File: src/cfg_interp_defines.svh
`ifndef CFG_INTERP_DEFINES_SVH
`define CFG_INTERP_DEFINES_SVH

// character codes
`define CH_SEMI        8'h3B
`define CH_COLON       8'h3A
`define CH_EQUAL       8'h3D
`define CH_DOT         8'h2E
`define CH_BAR         8'h7C
`define CH_AMP         8'h26
`define CH_LF          8'h0A
`define CH_CR          8'h0D
`define CH_ZERO        8'h30
`define CH_NINE        8'h39
`define CH_X_LO        8'h78
`define CH_X_UP        8'h58
`define CH_A_UP        8'h41
`define CH_F_UP        8'h46
`define CH_A_LO        8'h61
`define CH_F_LO        8'h66
`define CH_ONE         8'h31

// field lengths in characters
`define INDEX_DIGITS   3'd4
`define SUB_DIGITS     3'd2
`define BIT_DIGITS     3'd2

// defaults
`define SUB_DEFAULT    8'h00

`endif

File: src/cfg_interp_pkg.sv
package cfg_interp_pkg;

  typedef enum logic [3:0] {
    ST_IDLE    = 4'b0000,
    ST_CLEAN   = 4'b0001,
    ST_PARSE   = 4'b0010,
    ST_READ    = 4'b0011,
    ST_WRITE   = 4'b0100,
    ST_CREATE  = 4'b0101,
    ST_DONE    = 4'b0110
  } seq_state_t;

  typedef enum logic [2:0] {
    PF_INDEX   = 3'b000,
    PF_SUB     = 3'b001,
    PF_BIT     = 3'b010,
    PF_OPER    = 3'b011,
    PF_VALUE   = 3'b100,
    PF_SKIP    = 3'b101
  } parse_field_t;

  typedef enum logic [2:0] {
    OP_ASSIGN  = 3'b000,
    OP_SETBIT  = 3'b001,
    OP_CLRBIT  = 3'b010,
    OP_OR      = 3'b011,
    OP_AND     = 3'b100
  } line_op_t;

endpackage : cfg_interp_pkg

File: src/line_parser.sv
`timescale 1ns/100ps
`include "cfg_interp_defines.svh"

module line_parser
  import cfg_interp_pkg::*;
#(
  parameter int VALUE_W = 32
)(
  // clock and reset
  input  wire logic                 clk_in,
  input  wire logic                 reset_in,
  // character stream, one per cycle
  input  wire logic                 char_valid_in,
  input  wire logic [7:0]           char_in,
  // parsed line
  output logic                      line_valid_out,
  output logic                      line_bad_out,
  output logic [15:0]               index_out,
  output logic [7:0]                sub_out,
  output logic [4:0]                bit_out,
  output cfg_interp_pkg::line_op_t  op_out,
  output logic [VALUE_W-1:0]        value_out
);

  parse_field_t       field_q;
  logic [2:0]         count_q;
  logic               first_q;
  logic               bad_q;
  logic               hexval_q;
  logic               zero_q;
  logic [2:0]         vcount_q;
  logic [15:0]        index_q;
  logic [7:0]         sub_q;
  logic [7:0]         bitn_q;
  line_op_t           op_q;
  logic [VALUE_W-1:0] value_q;
  logic               opchar_q;

  wire        is_eol   = (char_in == `CH_LF) || (char_in == `CH_CR);
  wire        is_dec   = (char_in >= `CH_ZERO) && (char_in <= `CH_NINE);
  wire        is_hup   = (char_in >= `CH_A_UP) && (char_in <= `CH_F_UP);
  wire        is_hlo   = (char_in >= `CH_A_LO) && (char_in <= `CH_F_LO);
  wire        is_hex   = is_dec || is_hup || is_hlo;
  wire [3:0]  nib      = is_dec ? 4'(char_in - `CH_ZERO) :
                         is_hup ? 4'(char_in - `CH_A_UP + 8'd10) :
                                  4'(char_in - `CH_A_LO + 8'd10);
  wire        is_x     = (char_in == `CH_X_LO) || (char_in == `CH_X_UP);
  wire [VALUE_W-1:0] hex_next = {value_q[VALUE_W-5:0], nib};
  wire [VALUE_W-1:0] dec_next = VALUE_W'(value_q * 10) + VALUE_W'(nib);
  wire [7:0]  bit_next = 8'(bitn_q * 10) + 8'(nib);
  wire        cnt_ok   = (field_q == PF_INDEX) ? (count_q == `INDEX_DIGITS) :
                         (field_q == PF_SUB)   ? (count_q == `SUB_DIGITS)   :
                         (field_q == PF_BIT)   ? (count_q == `BIT_DIGITS)   : 1'b1;
  // a lone 0 is decimal zero; 0x needs at least one digit after it
  wire        val_ok   = (field_q == PF_VALUE) && (vcount_q != 3'd0) &&
                         !(hexval_q && vcount_q < 3'd3);
  // bit number out of range is bad for set and clear alike
  wire        bit_ok   = (bitn_q < 8'(VALUE_W));

  always_ff @(posedge clk_in)
  begin
    line_valid_out <= 1'b0;
    line_bad_out   <= 1'b0;
    if (reset_in)
    begin
      field_q <= PF_INDEX; count_q <= 3'd0; first_q <= 1'b1; bad_q <= 1'b0;
      hexval_q <= 1'b0; zero_q <= 1'b0; vcount_q <= 3'd0; index_q <= 16'h0000;
      sub_q <= `SUB_DEFAULT; bitn_q <= 8'h00; op_q <= OP_ASSIGN;
      value_q <= '0; opchar_q <= 1'b0;
      index_out <= 16'h0000; sub_out <= 8'h00; bit_out <= 5'd0;
      op_out <= OP_ASSIGN; value_out <= '0;
    end
    else if (char_valid_in)
    begin
      first_q <= 1'b0;
      if (is_eol)
      begin
        // an empty line or comment produces nothing
        if (!first_q && field_q != PF_SKIP)
        begin
          line_valid_out <= !bad_q && val_ok && bit_ok;
          line_bad_out   <= bad_q || !val_ok || !bit_ok;
        end
        index_out <= index_q;
        sub_out   <= sub_q;
        bit_out   <= bitn_q[4:0];
        op_out    <= op_q;
        value_out <= value_q;
        field_q <= PF_INDEX; count_q <= 3'd0; first_q <= 1'b1; bad_q <= 1'b0;
        hexval_q <= 1'b0; zero_q <= 1'b0; vcount_q <= 3'd0;
        sub_q <= `SUB_DEFAULT; bitn_q <= 8'h00; op_q <= OP_ASSIGN;
        value_q <= '0; opchar_q <= 1'b0;
      end
      else if (first_q && char_in == `CH_SEMI)
        field_q <= PF_SKIP;
      else
      begin
        unique case (field_q)
          PF_INDEX, PF_SUB, PF_BIT:
          begin
            if (is_hex && count_q < 3'd4)
            begin
              count_q <= count_q + 3'd1;
              if (field_q == PF_INDEX)
                index_q <= {index_q[11:0], nib};
              else if (field_q == PF_SUB)
                sub_q <= {sub_q[3:0], nib};
              else
              begin
                bitn_q <= bit_next;
                if (!is_dec)
                  bad_q <= 1'b1;
              end
            end
            else
            begin
              // blanks or short fields make the line malformed
              if (!cnt_ok || (field_q == PF_BIT && char_in != `CH_EQUAL))
                bad_q <= 1'b1;
              count_q <= 3'd0;
              if (char_in == `CH_COLON && field_q == PF_INDEX)
                field_q <= PF_SUB;
              else if (char_in == `CH_DOT && field_q != PF_BIT)
              begin
                field_q <= PF_BIT;
                op_q    <= OP_SETBIT;
              end
              else if (char_in == `CH_EQUAL)
                field_q <= PF_VALUE;
              else if ((char_in == `CH_BAR || char_in == `CH_AMP) && field_q != PF_BIT)
              begin
                field_q <= PF_OPER;
                op_q    <= (char_in == `CH_BAR) ? OP_OR : OP_AND;
              end
              else
                bad_q <= 1'b1;
            end
          end
          PF_OPER:
          begin
            field_q <= PF_VALUE;
            if (char_in != `CH_EQUAL)
              bad_q <= 1'b1;
          end
          PF_VALUE:
          begin
            if (zero_q)
            begin
              zero_q <= 1'b0;
              if (is_x)
                hexval_q <= 1'b1;
              else if (is_dec)
                value_q <= VALUE_W'(nib);
              else
                bad_q <= 1'b1;
            end
            else if (vcount_q == 3'd0 && char_in == `CH_ZERO)
            begin
              zero_q   <= 1'b1;
              vcount_q <= 3'd1;
            end
            else if (hexval_q && is_hex)
              value_q <= hex_next;
            else if (!hexval_q && is_dec)
              value_q <= dec_next;
            else
              bad_q <= 1'b1;
            if (vcount_q != 3'd7)
              vcount_q <= vcount_q + 3'd1;
            if (op_q == OP_SETBIT)
            begin
              if (char_in == `CH_ZERO)
                op_q <= OP_CLRBIT;
              else if (char_in != `CH_ONE || vcount_q != 3'd0)
                bad_q <= 1'b1;
            end
          end
          PF_SKIP:
            field_q <= PF_SKIP;
          default:
            bad_q <= 1'b1;
        endcase
      end
    end
  end

endmodule : line_parser

File: src/cfg_interp.sv
`timescale 1ns/100ps
`include "cfg_interp_defines.svh"


module cfg_interp
  import cfg_interp_pkg::*;
#(
  parameter int VALUE_W = 32
)(
  // clock and reset
  input  wire logic                 clk_in,
  input  wire logic                 reset_in,
  // storage status
  input  wire logic                 cfg_present_in,
  input  wire logic                 cfg_saved_in,
  input  wire logic                 restart_file_in,
  input  wire logic                 clean_done_in,
  // configuration character stream
  input  wire logic                 char_valid_in,
  input  wire logic [7:0]           char_in,
  input  wire logic                 file_end_in,
  // object dictionary answers
  input  wire logic [VALUE_W-1:0]   od_rdata_in,
  input  wire logic                 od_ack_in,
  // storage actions
  output logic                      clean_req_out,
  output logic                      cfg_create_out,
  output logic                      restart_del_out,
  output logic                      char_ready_out,
  // object dictionary access
  output logic                      od_rd_out,
  output logic                      od_wr_out,
  output logic [15:0]               od_index_out,
  output logic [7:0]                od_sub_out,
  output logic [VALUE_W-1:0]        od_wdata_out,
  // system control
  output logic                      program_start_out,
  output logic                      motor_stop_out,
  output logic                      restart_out,
  output logic                      bad_line_out
);

  import cfg_interp_pkg::*;

  seq_state_t         state_q, state_d;
  logic               line_valid;
  logic               line_bad;
  logic [15:0]        p_index;
  logic [7:0]         p_sub;
  logic [4:0]         p_bit;
  line_op_t           p_op;
  logic [VALUE_W-1:0] p_value;
  line_op_t           op_q;
  logic [4:0]         bit_q;
  logic [VALUE_W-1:0] value_q;
  logic               restart_seen_q;

  line_parser #(
    .VALUE_W        (VALUE_W)
  ) u_parser (
    .clk_in         (clk_in),
    .reset_in       (reset_in),
    .char_valid_in  (char_valid_in && char_ready_out),
    .char_in        (char_in),
    .line_valid_out (line_valid),
    .line_bad_out   (line_bad),
    .index_out      (p_index),
    .sub_out        (p_sub),
    .bit_out        (p_bit),
    .op_out         (p_op),
    .value_out      (p_value)
  );

  wire [VALUE_W-1:0] bit_mask = VALUE_W'(1) << bit_q;
  wire need_read = (p_op != OP_ASSIGN);
  // merged result; no check of type or range
  wire [VALUE_W-1:0] merged =
    (op_q == OP_SETBIT) ? (od_rdata_in | bit_mask)  :
    (op_q == OP_CLRBIT) ? (od_rdata_in & ~bit_mask) :
    (op_q == OP_OR)     ? (od_rdata_in | value_q)   :
    (op_q == OP_AND)    ? (od_rdata_in & value_q)   : od_rdata_in;

  always_comb
  begin
    state_d = state_q;
    unique case (state_q)
      ST_IDLE:    state_d = ST_CLEAN;
      ST_CLEAN:   if (clean_done_in)
                    state_d = cfg_present_in ? ST_PARSE : ST_CREATE;
      ST_CREATE:  state_d = ST_DONE;
      ST_PARSE:   if (line_valid)
                    state_d = need_read ? ST_READ : ST_WRITE;
                  else if (file_end_in && !char_valid_in)
                    state_d = ST_DONE;
      ST_READ:    if (od_ack_in)
                    state_d = ST_WRITE;
      ST_WRITE:   if (od_ack_in)
                    state_d = ST_PARSE;
      ST_DONE:    state_d = ST_DONE;
      default:    state_d = ST_IDLE;
    endcase
  end

  always_ff @(posedge clk_in)
  begin
    if (reset_in)
    begin
      state_q <= ST_IDLE;
      op_q <= OP_ASSIGN; bit_q <= 5'd0; value_q <= '0;
      restart_seen_q <= 1'b0;
      clean_req_out <= 1'b0; cfg_create_out <= 1'b0; restart_del_out <= 1'b0;
      char_ready_out <= 1'b0; od_rd_out <= 1'b0; od_wr_out <= 1'b0;
      od_index_out <= 16'h0000; od_sub_out <= 8'h00; od_wdata_out <= '0;
      program_start_out <= 1'b0; motor_stop_out <= 1'b0; restart_out <= 1'b0;
      bad_line_out <= 1'b0;
    end
    else
    begin
      state_q <= state_d;
      clean_req_out   <= (state_d == ST_CLEAN);
      restart_del_out <= (state_d == ST_CLEAN) && restart_file_in;
      cfg_create_out  <= (state_d == ST_CREATE);
      char_ready_out  <= (state_d == ST_PARSE) && !line_valid;
      bad_line_out    <= line_bad;
      if (state_q == ST_PARSE && line_valid)
      begin
        od_index_out <= p_index;
        od_sub_out   <= p_sub;
        op_q         <= p_op;
        bit_q        <= p_bit;
        value_q      <= p_value;
        od_wdata_out <= p_value;
      end
      else if (state_q == ST_READ && od_ack_in)
        od_wdata_out <= merged;
      od_rd_out <= (state_d == ST_READ) && !(state_q == ST_READ && od_ack_in);
      od_wr_out <= (state_d == ST_WRITE) && !(state_q == ST_WRITE && od_ack_in);
      program_start_out <= (state_d == ST_DONE);
      if (cfg_saved_in)
        motor_stop_out <= 1'b1;
      // request seen only once configuration is done (ST_DONE)
      if (state_q == ST_DONE && restart_file_in && !restart_seen_q)
      begin
        restart_seen_q <= 1'b1;
        restart_out    <= 1'b1;
      end
    end
  end

endmodule : cfg_interp

File: config.mk
export PLATFORM = sky130hd
export DESIGN_NAME = cfg_interp
export DESIGN_NICKNAME = d
export VERILOG_FILES = /design/src/cfg_interp_pkg.sv /design/src/line_parser.sv /design/src/cfg_interp.sv
export VERILOG_INCLUDE_DIRS = /design/src
export SDC_FILE = /design/constraint.sdc
export NUM_CORES = 1
export LEC_CHECK = 0
export ABC_AREA = 1
export BUFFER_PORTS_ARGS = -buffer_cell sky130_fd_sc_hd__buf_2
export CAP_MARGIN = 20
export CORE_MARGIN = 2
export CORE_UTILIZATION = 40
export CTS_BUF_LIST = sky130_fd_sc_hd__clkbuf_4 sky130_fd_sc_hd__clkbuf_8 sky130_fd_sc_hd__clkbuf_16
export DETAILED_ROUTE_END_ITERATION = 7
export GPL_TIMING_DRIVEN = 0
export PLACE_DENSITY_LB_ADDON = 0.3
export RECOVER_POWER = 50
export SYNTH_ARGS = -nofsm -noshare
export SYNTH_HDL_FRONTEND = slang
export SYNTH_SLANG_ARGS = --single-unit
File: constraint.sdc
create_clock -name clk_in -period 10.8 [get_ports clk_in]
set_input_delay 2.16 -clock clk_in [delete_from_list [all_inputs] [get_ports clk_in]]
set_output_delay 2.16 -clock clk_in [all_outputs]
set_load 0.02 [all_outputs]
=== Yosys cells after proc, flatten, opt, wreduce, memory -nomap -nowiden ===
Index checks and enable logic that the tools add are counted.

* Logic and storage cells: 307
* Register bits: 256
* Output and inout bits: 66
* Bits of input ports: 49

* $lt $le $gt $ge: 9
* Equality and inequality tests: 59
* Reduce and logical (&&, ||, !) cells: 81
* Add/subtract/negate cells: 9
* $mul: 2
* Bitwise operators: 9
* Shift operators: 1
* Multiplexer cells: 101

{| class="wikitable"
|+ Operators by type and width
! cell !! count
|-
| $mux W32 || 15
|-
| $mux W8 || 12
|-
| $mux W3 || 29
|-
| $and A32 B32 Y32 || 2
|-
| $or A32 B32 Y32 || 2
|-
| $eq A8 B6 Y1 const B || 6
|-
| $mux W1 || 34
|-
| $add A32 B4 Y32 || 1
|-
| $mul A32 B3 Y31 const B || 1
|-
| $not A32 Y32 || 1
|-
| $shl A1 B5 Y32 const A || 1
|-
| $logic_and A1 B1 Y1 || 29
|-
| $mux W4 || 7
|-
| $eq A4 B3 Y1 const B || 6
|-
| $eq A8 B7 Y1 const B || 3
|-
| $pmux W4 S6 || 1
|-
| $reduce_and A6 Y1 || 4
|-
| $eq A4 B2 Y1 const B || 4
|-
| $eq A8 B4 Y1 const B || 2
|-
| $ge A8 B7 Y1 const B || 2
|-
| $le A8 B7 Y1 const B || 2
|-
| $ne A8 B6 Y1 const B || 2
|-
| $eq A3 B2 Y1 const B || 5
|-
| $ne A3 B2 Y1 const B || 5
|-
| other kinds (41) || 95
|}

=== Depth between registers and ports, before layout ===
Gate-level depths: netlist of the first run.

* Depth in word-level cells: 15
* Gate-level depth with buffers: 31
* Depth with buffers taken out: 30

=== Cells and area by module ===
A second synthesis of the first run with hierarchy kept.

* Cell total of the unflattened synthesis: 2577
* Area, all modules: 16328.2 µm²

{| class="wikitable"
|+ By module, submodules not included
! module !! sequential area each (µm²) !! times used !! cells an instance !! area each (µm²)
|-
| line_parser || 2922.8 || 1 || 1539 || 10023.4
|-
| cfg_interp || 2202.1 || 1 || 1038 || 6304.8
|}

=== Worst setup path before layout of the first run ===
Ideal clock, no wire load.

* Path type: input to register
* From: in char_in[0]
* To: reg u_parser.value_q[21]
* Buffers on the path: 1
* Library setup time: 0.132 ns
* Path slack: 5.276 ns
* Data arrival time: 5.392 ns
* Cell stages on the path: 28
* Data required time: 10.668 ns
* Path through: inv_1 > ha_1 > inv_1 > nor2_1 > nor2_1 > o21ai_0 > nand2_1 > buf_2 > o21ai_0 > ha_1 > inv_1 > fa_1 > inv_1 > nand3_1 > nand2_1 > nand2_1 > nor2_1 > nand3_2 > nor2_4 > nand3_2 > nor2_2 > nand3_4 > clkinv_1 > nand2_1 > a21oi_1 > o21ai_1 > nand2_1 > a21oi_1

* Longest elaborated chain between the ends: 12
* Elaborated cells on any way between the ends: 45
* Those cells by class: add/sub: 6; order compare: 6; eq/ne: 10; mux: 9; reduce/logical: 14

{| class="wikitable"
|+ Ends and longest elaborated chain
! what !! line !! RTL
|-
| start: declaration || cfg_interp.sv:20 || <nowiki>input wire logic [7:0] char_in,</nowiki>
|-
| $sub A4 B1 Y4 (no line), or another cell as far along || n/a ||
|-
| $add A4 B4 Y4 / $logic_and A1 B1 Y1 (equally long branches) || line_parser.sv:45, line_parser.sv:46, line_parser.sv:41 ||
|-
| $mux W4 || line_parser.sv:45 || <nowiki>is_hup ? 4'(char_in - `CH_A_UP + 8'd10) :</nowiki>
|-
| $mux W4 (*) || line_parser.sv:44 || <nowiki>wire [3:0] nib = is_dec ? 4'(char_in - `CH_ZERO) :</nowiki>
|-
| via u_parser.nib[1] || line_parser.sv:44 ||
|-
| $add A32 B4 Y32 (*) || line_parser.sv:49 || <nowiki>wire [VALUE_W-1:0] dec_next = VALUE_W'(value_q * 10) + VALUE_W'(nib);</nowiki>
|-
| $mux W32 (*) || line_parser.sv:164 || <nowiki>else if (!hexval_q && is_dec)</nowiki>
|-
| $mux W32 (*) || line_parser.sv:162 || <nowiki>else if (hexval_q && is_hex)</nowiki>
|-
| $mux W32 (*) || line_parser.sv:157 || <nowiki>else if (vcount_q == 3'd0 && char_in == `CH_ZERO)</nowiki>
|-
| $mux W32 (*) || line_parser.sv:147 || <nowiki>if (zero_q)</nowiki>
|-
| $mux W32 (*) || line_parser.sv:98 || <nowiki>unique case (field_q)</nowiki>
|-
| $mux W32 (*) || line_parser.sv:94 || <nowiki>else if (first_q && char_in == `CH_SEMI)</nowiki>
|-
| $mux W32 (*) || line_parser.sv:76 || <nowiki>if (is_eol)</nowiki>
|-
| end signal: assignment || line_parser.sv:153 || <nowiki>value_q <= VALUE_W'(nib);</nowiki>
|-
| end signal: assignment || line_parser.sv:163 || <nowiki>value_q <= hex_next;</nowiki>
|-
| end signal: assignment || line_parser.sv:165 || <nowiki>value_q <= dec_next;</nowiki>
|-
| end: declaration || line_parser.sv:36 || <nowiki>logic [VALUE_W-1:0] value_q;</nowiki>
|}

The timed path passes the listed nets; every way through them passes the cells marked *. The select of a mux whose other input is x is not followed.
A chain may end at the register's enable or synchronous reset.

=== Worst setup path in the final report of the first run ===
* From: in char_in[0]
* To: reg u_parser.value_q[31]

Same word-level chain as after synthesis.

==> run_results.csv, run 1 <==
group,metric,value,unit
sta,min_period_over_period,57.4,%
route,drtIter0Drc,1207,
worst_setup_path,critPathLaunchType,"input port",
synthesis,syn-num-nets,2434,
synthesis,ys_seq_elements,256,
global_routing,grt_pass1_vias,14865,
clock_tree,cts_setup_buffers,0,
clock_tree,clkTransAtPathRegs,60,ps
final_layout,fin_cells,2973,
clock_tree,cts.sinks,256,
sta,tns,0,ps
worst_setup_path,cp_slowest_stage_delay,690,ps
worst_setup_path,arrival,6590,ps
synthesis,async_reset_ff_share,0,%
global_routing,overflow,0,
worst_setup_path,cpMostUsedCell,"nand2_1",
sta,fmax,161,MHz
floorplanning,start_util,40.6,%
route,vias,15663,
floorplanning,row_count,71,
worst_setup_path,timing_worst_setup_path_type,"input port to register",
synthesis,muxShareOfSynthArea,0.140,%
worst_setup_path,end_kind,"register",
floorplanning,die_h,199,µm
job,maxCapViolations,0,
synthesis,synth_edf_count,0,
final_layout,layout.area.seq,5120,µm²
final_layout,area_growth,13.0,%
final_layout,drive_above_1_share,7.88,%
global_routing,grt_pass1_wl,77000,µm
synthesis,yosys_warnings,0,
synthesis,synth_fa_ha_area_share,6.93,%
worst_setup_path,slowest_stage,"o21ai_0",
clock_tree,cts-resized-gates,0,
synthesis,synth_top_area_cell,"dfxtp_1",
sta,slew_headroom,37.9,%
route,drc,0,
clock_tree,hold_buffers,0,
clock_tree,cts_tree,"done",
sta,maxSlewViolCount,0,
placement,dp_cells,2927,
clock_tree,clk_path_buf_depth,3,
synthesis,synth_compound_area_share,20.1,%
global_routing,gr-usage-all-layers,24.0,%
global_routing,grt_start_max_net_pins,14,
outcome,status,"finished, final reports clean",
synthesis,synth_top_family_by_area,"simple AND/OR/NAND/NOR gates",
global_routing,antenna_found_initial,0,
route,ant_nets,0,
synthesis,syn_area,15200,µm²
synthesis,yosys.area_share.simple,28.3,%
sta,skew,14.8,ps
power,p_per_area,113,nW/µm²
placement,io_buffers,113,
placement,hpwl,37600,µm
placement,gp_congestion,0.935,
power,ir_drop,79.1,µV
floorplanning,dieArea,39700,µm²
sta,period_needed,6200,ps
synthesis,synth-xor-area-share,1.26,%
min_path,hp-class,"register to register",
sta,finalHoldViolCount,0,
synthesis,synth_top_area_share,33.6,%
synthesis,synth_area_leaders,"dfxtp_1 (34%), nand2_1 (14%), a21oi_1 (8.3%)",
clock_tree,cts_made_buffers,26,
sta,rsz0062_at_grt,"no",
final_layout,multi_input_area,8640,µm²
synthesis,synthCells,2303,
clock_tree,clkLatencyLatePin,550,ps
route,wl,47700,µm
sta,worst_slew_pin_slew,929,ps
power,p_leak,0.00755,µW
floorplanning,ios,115,
synthesis,syn_avg_cell_area,6.62,µm²
synthesis,seq_area_frac_synth,33.6,%
route,via_per_inst,5.27,
route,first_pass_iters,6,
final_layout,antenna_cells_inserted,0,
worst_setup_path,cp.required,11190,ps
sta,setup_viol,0,
floorplanning,die_w,199,µm
clock_tree,root_buffer,"clkbuf_16",
final_layout,final_nets,2575,
clock_tree,cts-htree-levels,1,
final_layout,fillCellCount,3948,
floorplanning,coreArea,37600,µm²
worst_setup_path,cp_max_fo,10,
synthesis,synth-main-ff-cell,"dfxtp_1",
synthesis,ys_types,56,
route,wl_per_cell,16.1,µm
## cell type report
| class | count | area share, % |
|---|---|---|
| timing repair buffer | 113 | 2.79 |
| sequential | 256 | 29.8 |
| tap | 511 | 3.71 |
| multi-input combinational | 1670 | 50.2 |
| clock inverter | 9 | 0.632 |
| inverter | 278 | 6.09 |
| clock buffer | 37 | 4.40 |
| buffer | 99 | 2.41 |
## per-stage QoR
stage                     total power (µW)  cell area, µm²  setup WS [ps]  util (%)  hold WS, ps
after global routing                  2000           17200           4240      45.8          455
final                                 1950           17200           4600      45.8          406
after CTS                             1960           17300           4610      46.1          410
after detailed placement              1050           16400           4050      43.8          402
after floorplan                       1010           15200           5280         -          388
after global placement                1050           16400           4100      43.8          402
## Yosys cell counts, types with 13 or more instances
master	count
nand3_1	83
nor2_2	18
o21ai_1	13
nand2_1	550
o21ai_0	230
inv_2	16
nand2_2	16
xor2_1	13
a31oi_1	36
inv_1	253
buf_2	15
nand4_1	51
clkbuf_1	74
dfxtp_1	256
nor2_1	200
ha_1	78
nor3_1	22
a21oi_1	254
## cells by family after synthesis
| group | count (synthesis) |
|---|---|
| XOR/XNOR | 21 |
| buffers and inverters | 377 |
| AND/OR/NAND/NOR | 987 |
| adder cells (fa/ha/maj) | 82 |
| flip-flops | 256 |
| other | 1 |
| multiplexers | 2 |
| AO/OA/AOI/OAI | 577 |
## path summary, 6_finish.rpt
kind | from | end | slack [ps] | depth (start not counted)
worst max register to register | u_parser.value_q[3] | u_parser.value_q[31] | 7410 | 16
worst min register to register | u_parser.line_bad_out | bad_line_out | 410 | 2
worst max-delay path | char_in[0] | u_parser.value_q[31] | 4600 | 29
worst min-delay path | u_parser.line_bad_out | bad_line_out | 410 | 2
## metal layers
layer	vias to the layer above	share of wire (%)	global-route usage [%]
met5	-	0	0
met3	64	5.7	2.33
met2	503	45	39.4
met1	7209	47	33.3
li1	7887	-	-
met4	0	2.4	7.02
## sequential cells by signal (all words and copies together), names as in the netlist, 3 cells and up
name	count
u_parser.op_q	3
u_parser.bitn_q	8
u_parser.value_out	32
u_parser.count_q	3
u_parser.index_out	16
state_q	4
u_parser.op_out	3
u_parser.index_q	16
op_q	3
bit_q	5
od_sub_out	8
u_parser.sub_out	8
u_parser.value_q	32
u_parser.vcount_q	3
od_wdata_out	32
u_parser.sub_q	8
u_parser.bit_out	5
od_index_out	16
u_parser.field_q	3
value_q	32
## cell usage in the layout, fill, tap and decap left out, drive strengths merged, types with 24 or more instances in the layout
cell type,n
buf,69
dfxtp,256
inv,269
nor3,24
clkbuf,180
nand2,566
o21ai,246
nand3,94
a31oi,36
a21oi,255
ha,78
nor2,227
nand4,52
## report_power, final
group          total (µW)  leakage (µW)  internal (µW)  switching (µW)
Combinational        81.0       0.00505           23.2            57.8
Sequential            947       0.00206            946            1.02
Clock                 921      0.000436            537             384
## worst max-delay path, delay by kind of cell
kind	cells	cell delay [ps]
AOI/OAI and AO/OA	3	820
adders and majority gates	3	940
buffers and inverters	6	710
and+or+nand+nor	17	1960
Note: power is estimated with default switching activity, not from simulation.
==> run 2: changes to the inputs <==
- clock period: 10.8 -> 6.2 ns (I/O delays scaled with it)
==> run_results.csv, run 2 (synthesis gave the netlist of run 1 again) <==
group,metric,value,unit
sta,slew_headroom,37.2,%
worst_setup_path,path_buf_inv,6,
worst_setup_path,timing_worst_setup_path_type,"input port to register",
sta,period_needed,5320,ps
worst_setup_path,arrival,5710,ps
clock_tree,cts_setup_buffers,0,
global_routing,gr-usage-met3,2.33,%
final_layout,fin_cells,2973,
clock_tree,cts-htree-levels,1,
global_routing,grt_util_met1,33.3,%
final_layout,final_nets,2575,
final_layout,layout.area.seq,5120,µm²
clock_tree,clkLatencyLatePin,550,ps
power,p_per_area,197,nW/µm²
clock_tree,cts-resized-gates,0,
route,via_per_inst,5.28,
worst_setup_path,slowest_stage,"o21ai_0",
floorplanning,dieArea,39700,µm²
global_routing,grt_pass1_vias,14865,
placement,dp_cells,2927,
clock_tree,clkTransAtPathRegs,60,ps
sta,maxSlewViolCount,0,
min_path,hp-class,"register to register",
placement,gp_congestion,0.935,
route,ant_nets,0,
placement,hpwl,37600,µm
clock_tree,root_buffer,"clkbuf_16",
clock_tree,cts.sinks,256,
clock_tree,cts_tree,"done",
sta,finalHoldViolCount,0,
clock_tree,cts_made_buffers,26,
final_layout,fillCellCount,3953,
sta,rsz0062_at_grt,"no",
final_layout,fin_util,45.8,%
worst_setup_path,cp.required,6590,ps
placement,io_buffers,113,
sta,fmax,188,MHz
worst_setup_path,crit_family,"simple AND/OR/NAND/NOR gates",
floorplanning,die_w,199,µm
clock_tree,hold_buffers,0,
global_routing,gr-usage-all-layers,24.0,%
route,wl_per_cell,16.1,µm
global_routing,overflow,0,
global_routing,grt_start_max_net_pins,14,
sta,skew,13.4,ps
clock_tree,clk_path_buf_depth,3,
route,first_pass_iters,7,
final_layout,drive_above_1_share,7.68,%
route,drc,0,
global_routing,grtUsageMet2,39.4,%
route,vias,15692,
worst_setup_path,critPathLaunchType,"input port",
floorplanning,ios,115,
floorplanning,die_h,199,µm
job,maxCapViolations,0,
worst_setup_path,cpMostUsedCell,"nand2_1",
final_layout,final_common_cell,"nand2_1",
sta,min_period_over_period,85.9,%
power,ir_drop,138,µV
worst_setup_path,end_kind,"register",
global_routing,antenna_found_initial,0,
global_routing,busiest_layer,"met2",
final_layout,antenna_cells_inserted,0,
final_layout,multi_input_area,8630,µm²
floorplanning,coreArea,37600,µm²
sta,tns,0,ps
route,wl,47800,µm
worst_setup_path,cp_max_fo,10,
sta,worst_slew_pin_slew,939,ps
route,drtIter0Drc,1192,
worst_setup_path,cp_slowest_stage_delay,690,ps
floorplanning,row_count,71,
final_layout,area_growth,12.9,%
power,p_leak,0.00754,µW
outcome,status,"finished, final reports clean",
final_layout,final_cell_mix,"nand2_1 (550), dfxtp_1 (256), a21oi_1 (254), inv_1 (253), o21ai_0 (231)",
sta,setup_viol,0,
global_routing,grt_pass1_wl,77000,µm
floorplanning,start_util,40.6,%
-- run 2: power breakdown --
part	leakage [µW]	switching [µW]	internal, µW
registers	0.00206	1.78	1650
logic	0.00504	101	40.1
clock network	0.000436	672	935
-- run 2: cell type report --
type	count	area share, %
sequential	256	29.8
clock buffer	37	4.41
multi-input combinational	1670	50.2
clock inverter	9	0.633
inverter	278	6.07
tap	511	3.72
timing repair buffer	113	2.79
buffer	99	2.40
-- run 2: metrics by stage --
| stage | area, µm² | power (µW) | hold WS, ps | worst slack (ps) |
|---|---|---|---|---|
| 3_3_place_gp | 16400 | 1820 | 402 | 419 |
| 3_5_place_dp | 16400 | 1830 | 402 | 370 |
| 5_1_grt | 17200 | 3480 | 455 | 496 |
| 2_1_floorplan | 15200 | 1760 | 388 | 1600 |
| 6_report | 17200 | 3400 | 406 | 877 |
| 4_1_cts | 17300 | 3410 | 410 | 931 |
-- run 2: worst min-delay path: stages (launching register included) --
cell     delay (ps)
dfxtp_1         290
inv_1            40
nor2_1           30
-- run 2: worst paths after layout --
| path | endpoint | slack, ps | cells past startpoint | startpoint |
|---|---|---|---|---|
| max | u_parser.value_q[31] | 880 | 29 | char_in[0] |
| min | bad_line_out | 410 | 2 | u_parser.line_bad_out |
| max reg2reg | u_parser.value_q[31] | 2810 | 16 | u_parser.value_q[3] |
| min reg2reg | bad_line_out | 410 | 2 | u_parser.line_bad_out |
-- run 2: layer usage --
layer,share of wire [%],up-vias
met5,0,-
met4,2.5,0
met3,5.7,66
met2,45,501
met1,47,7234
li1,-,7891
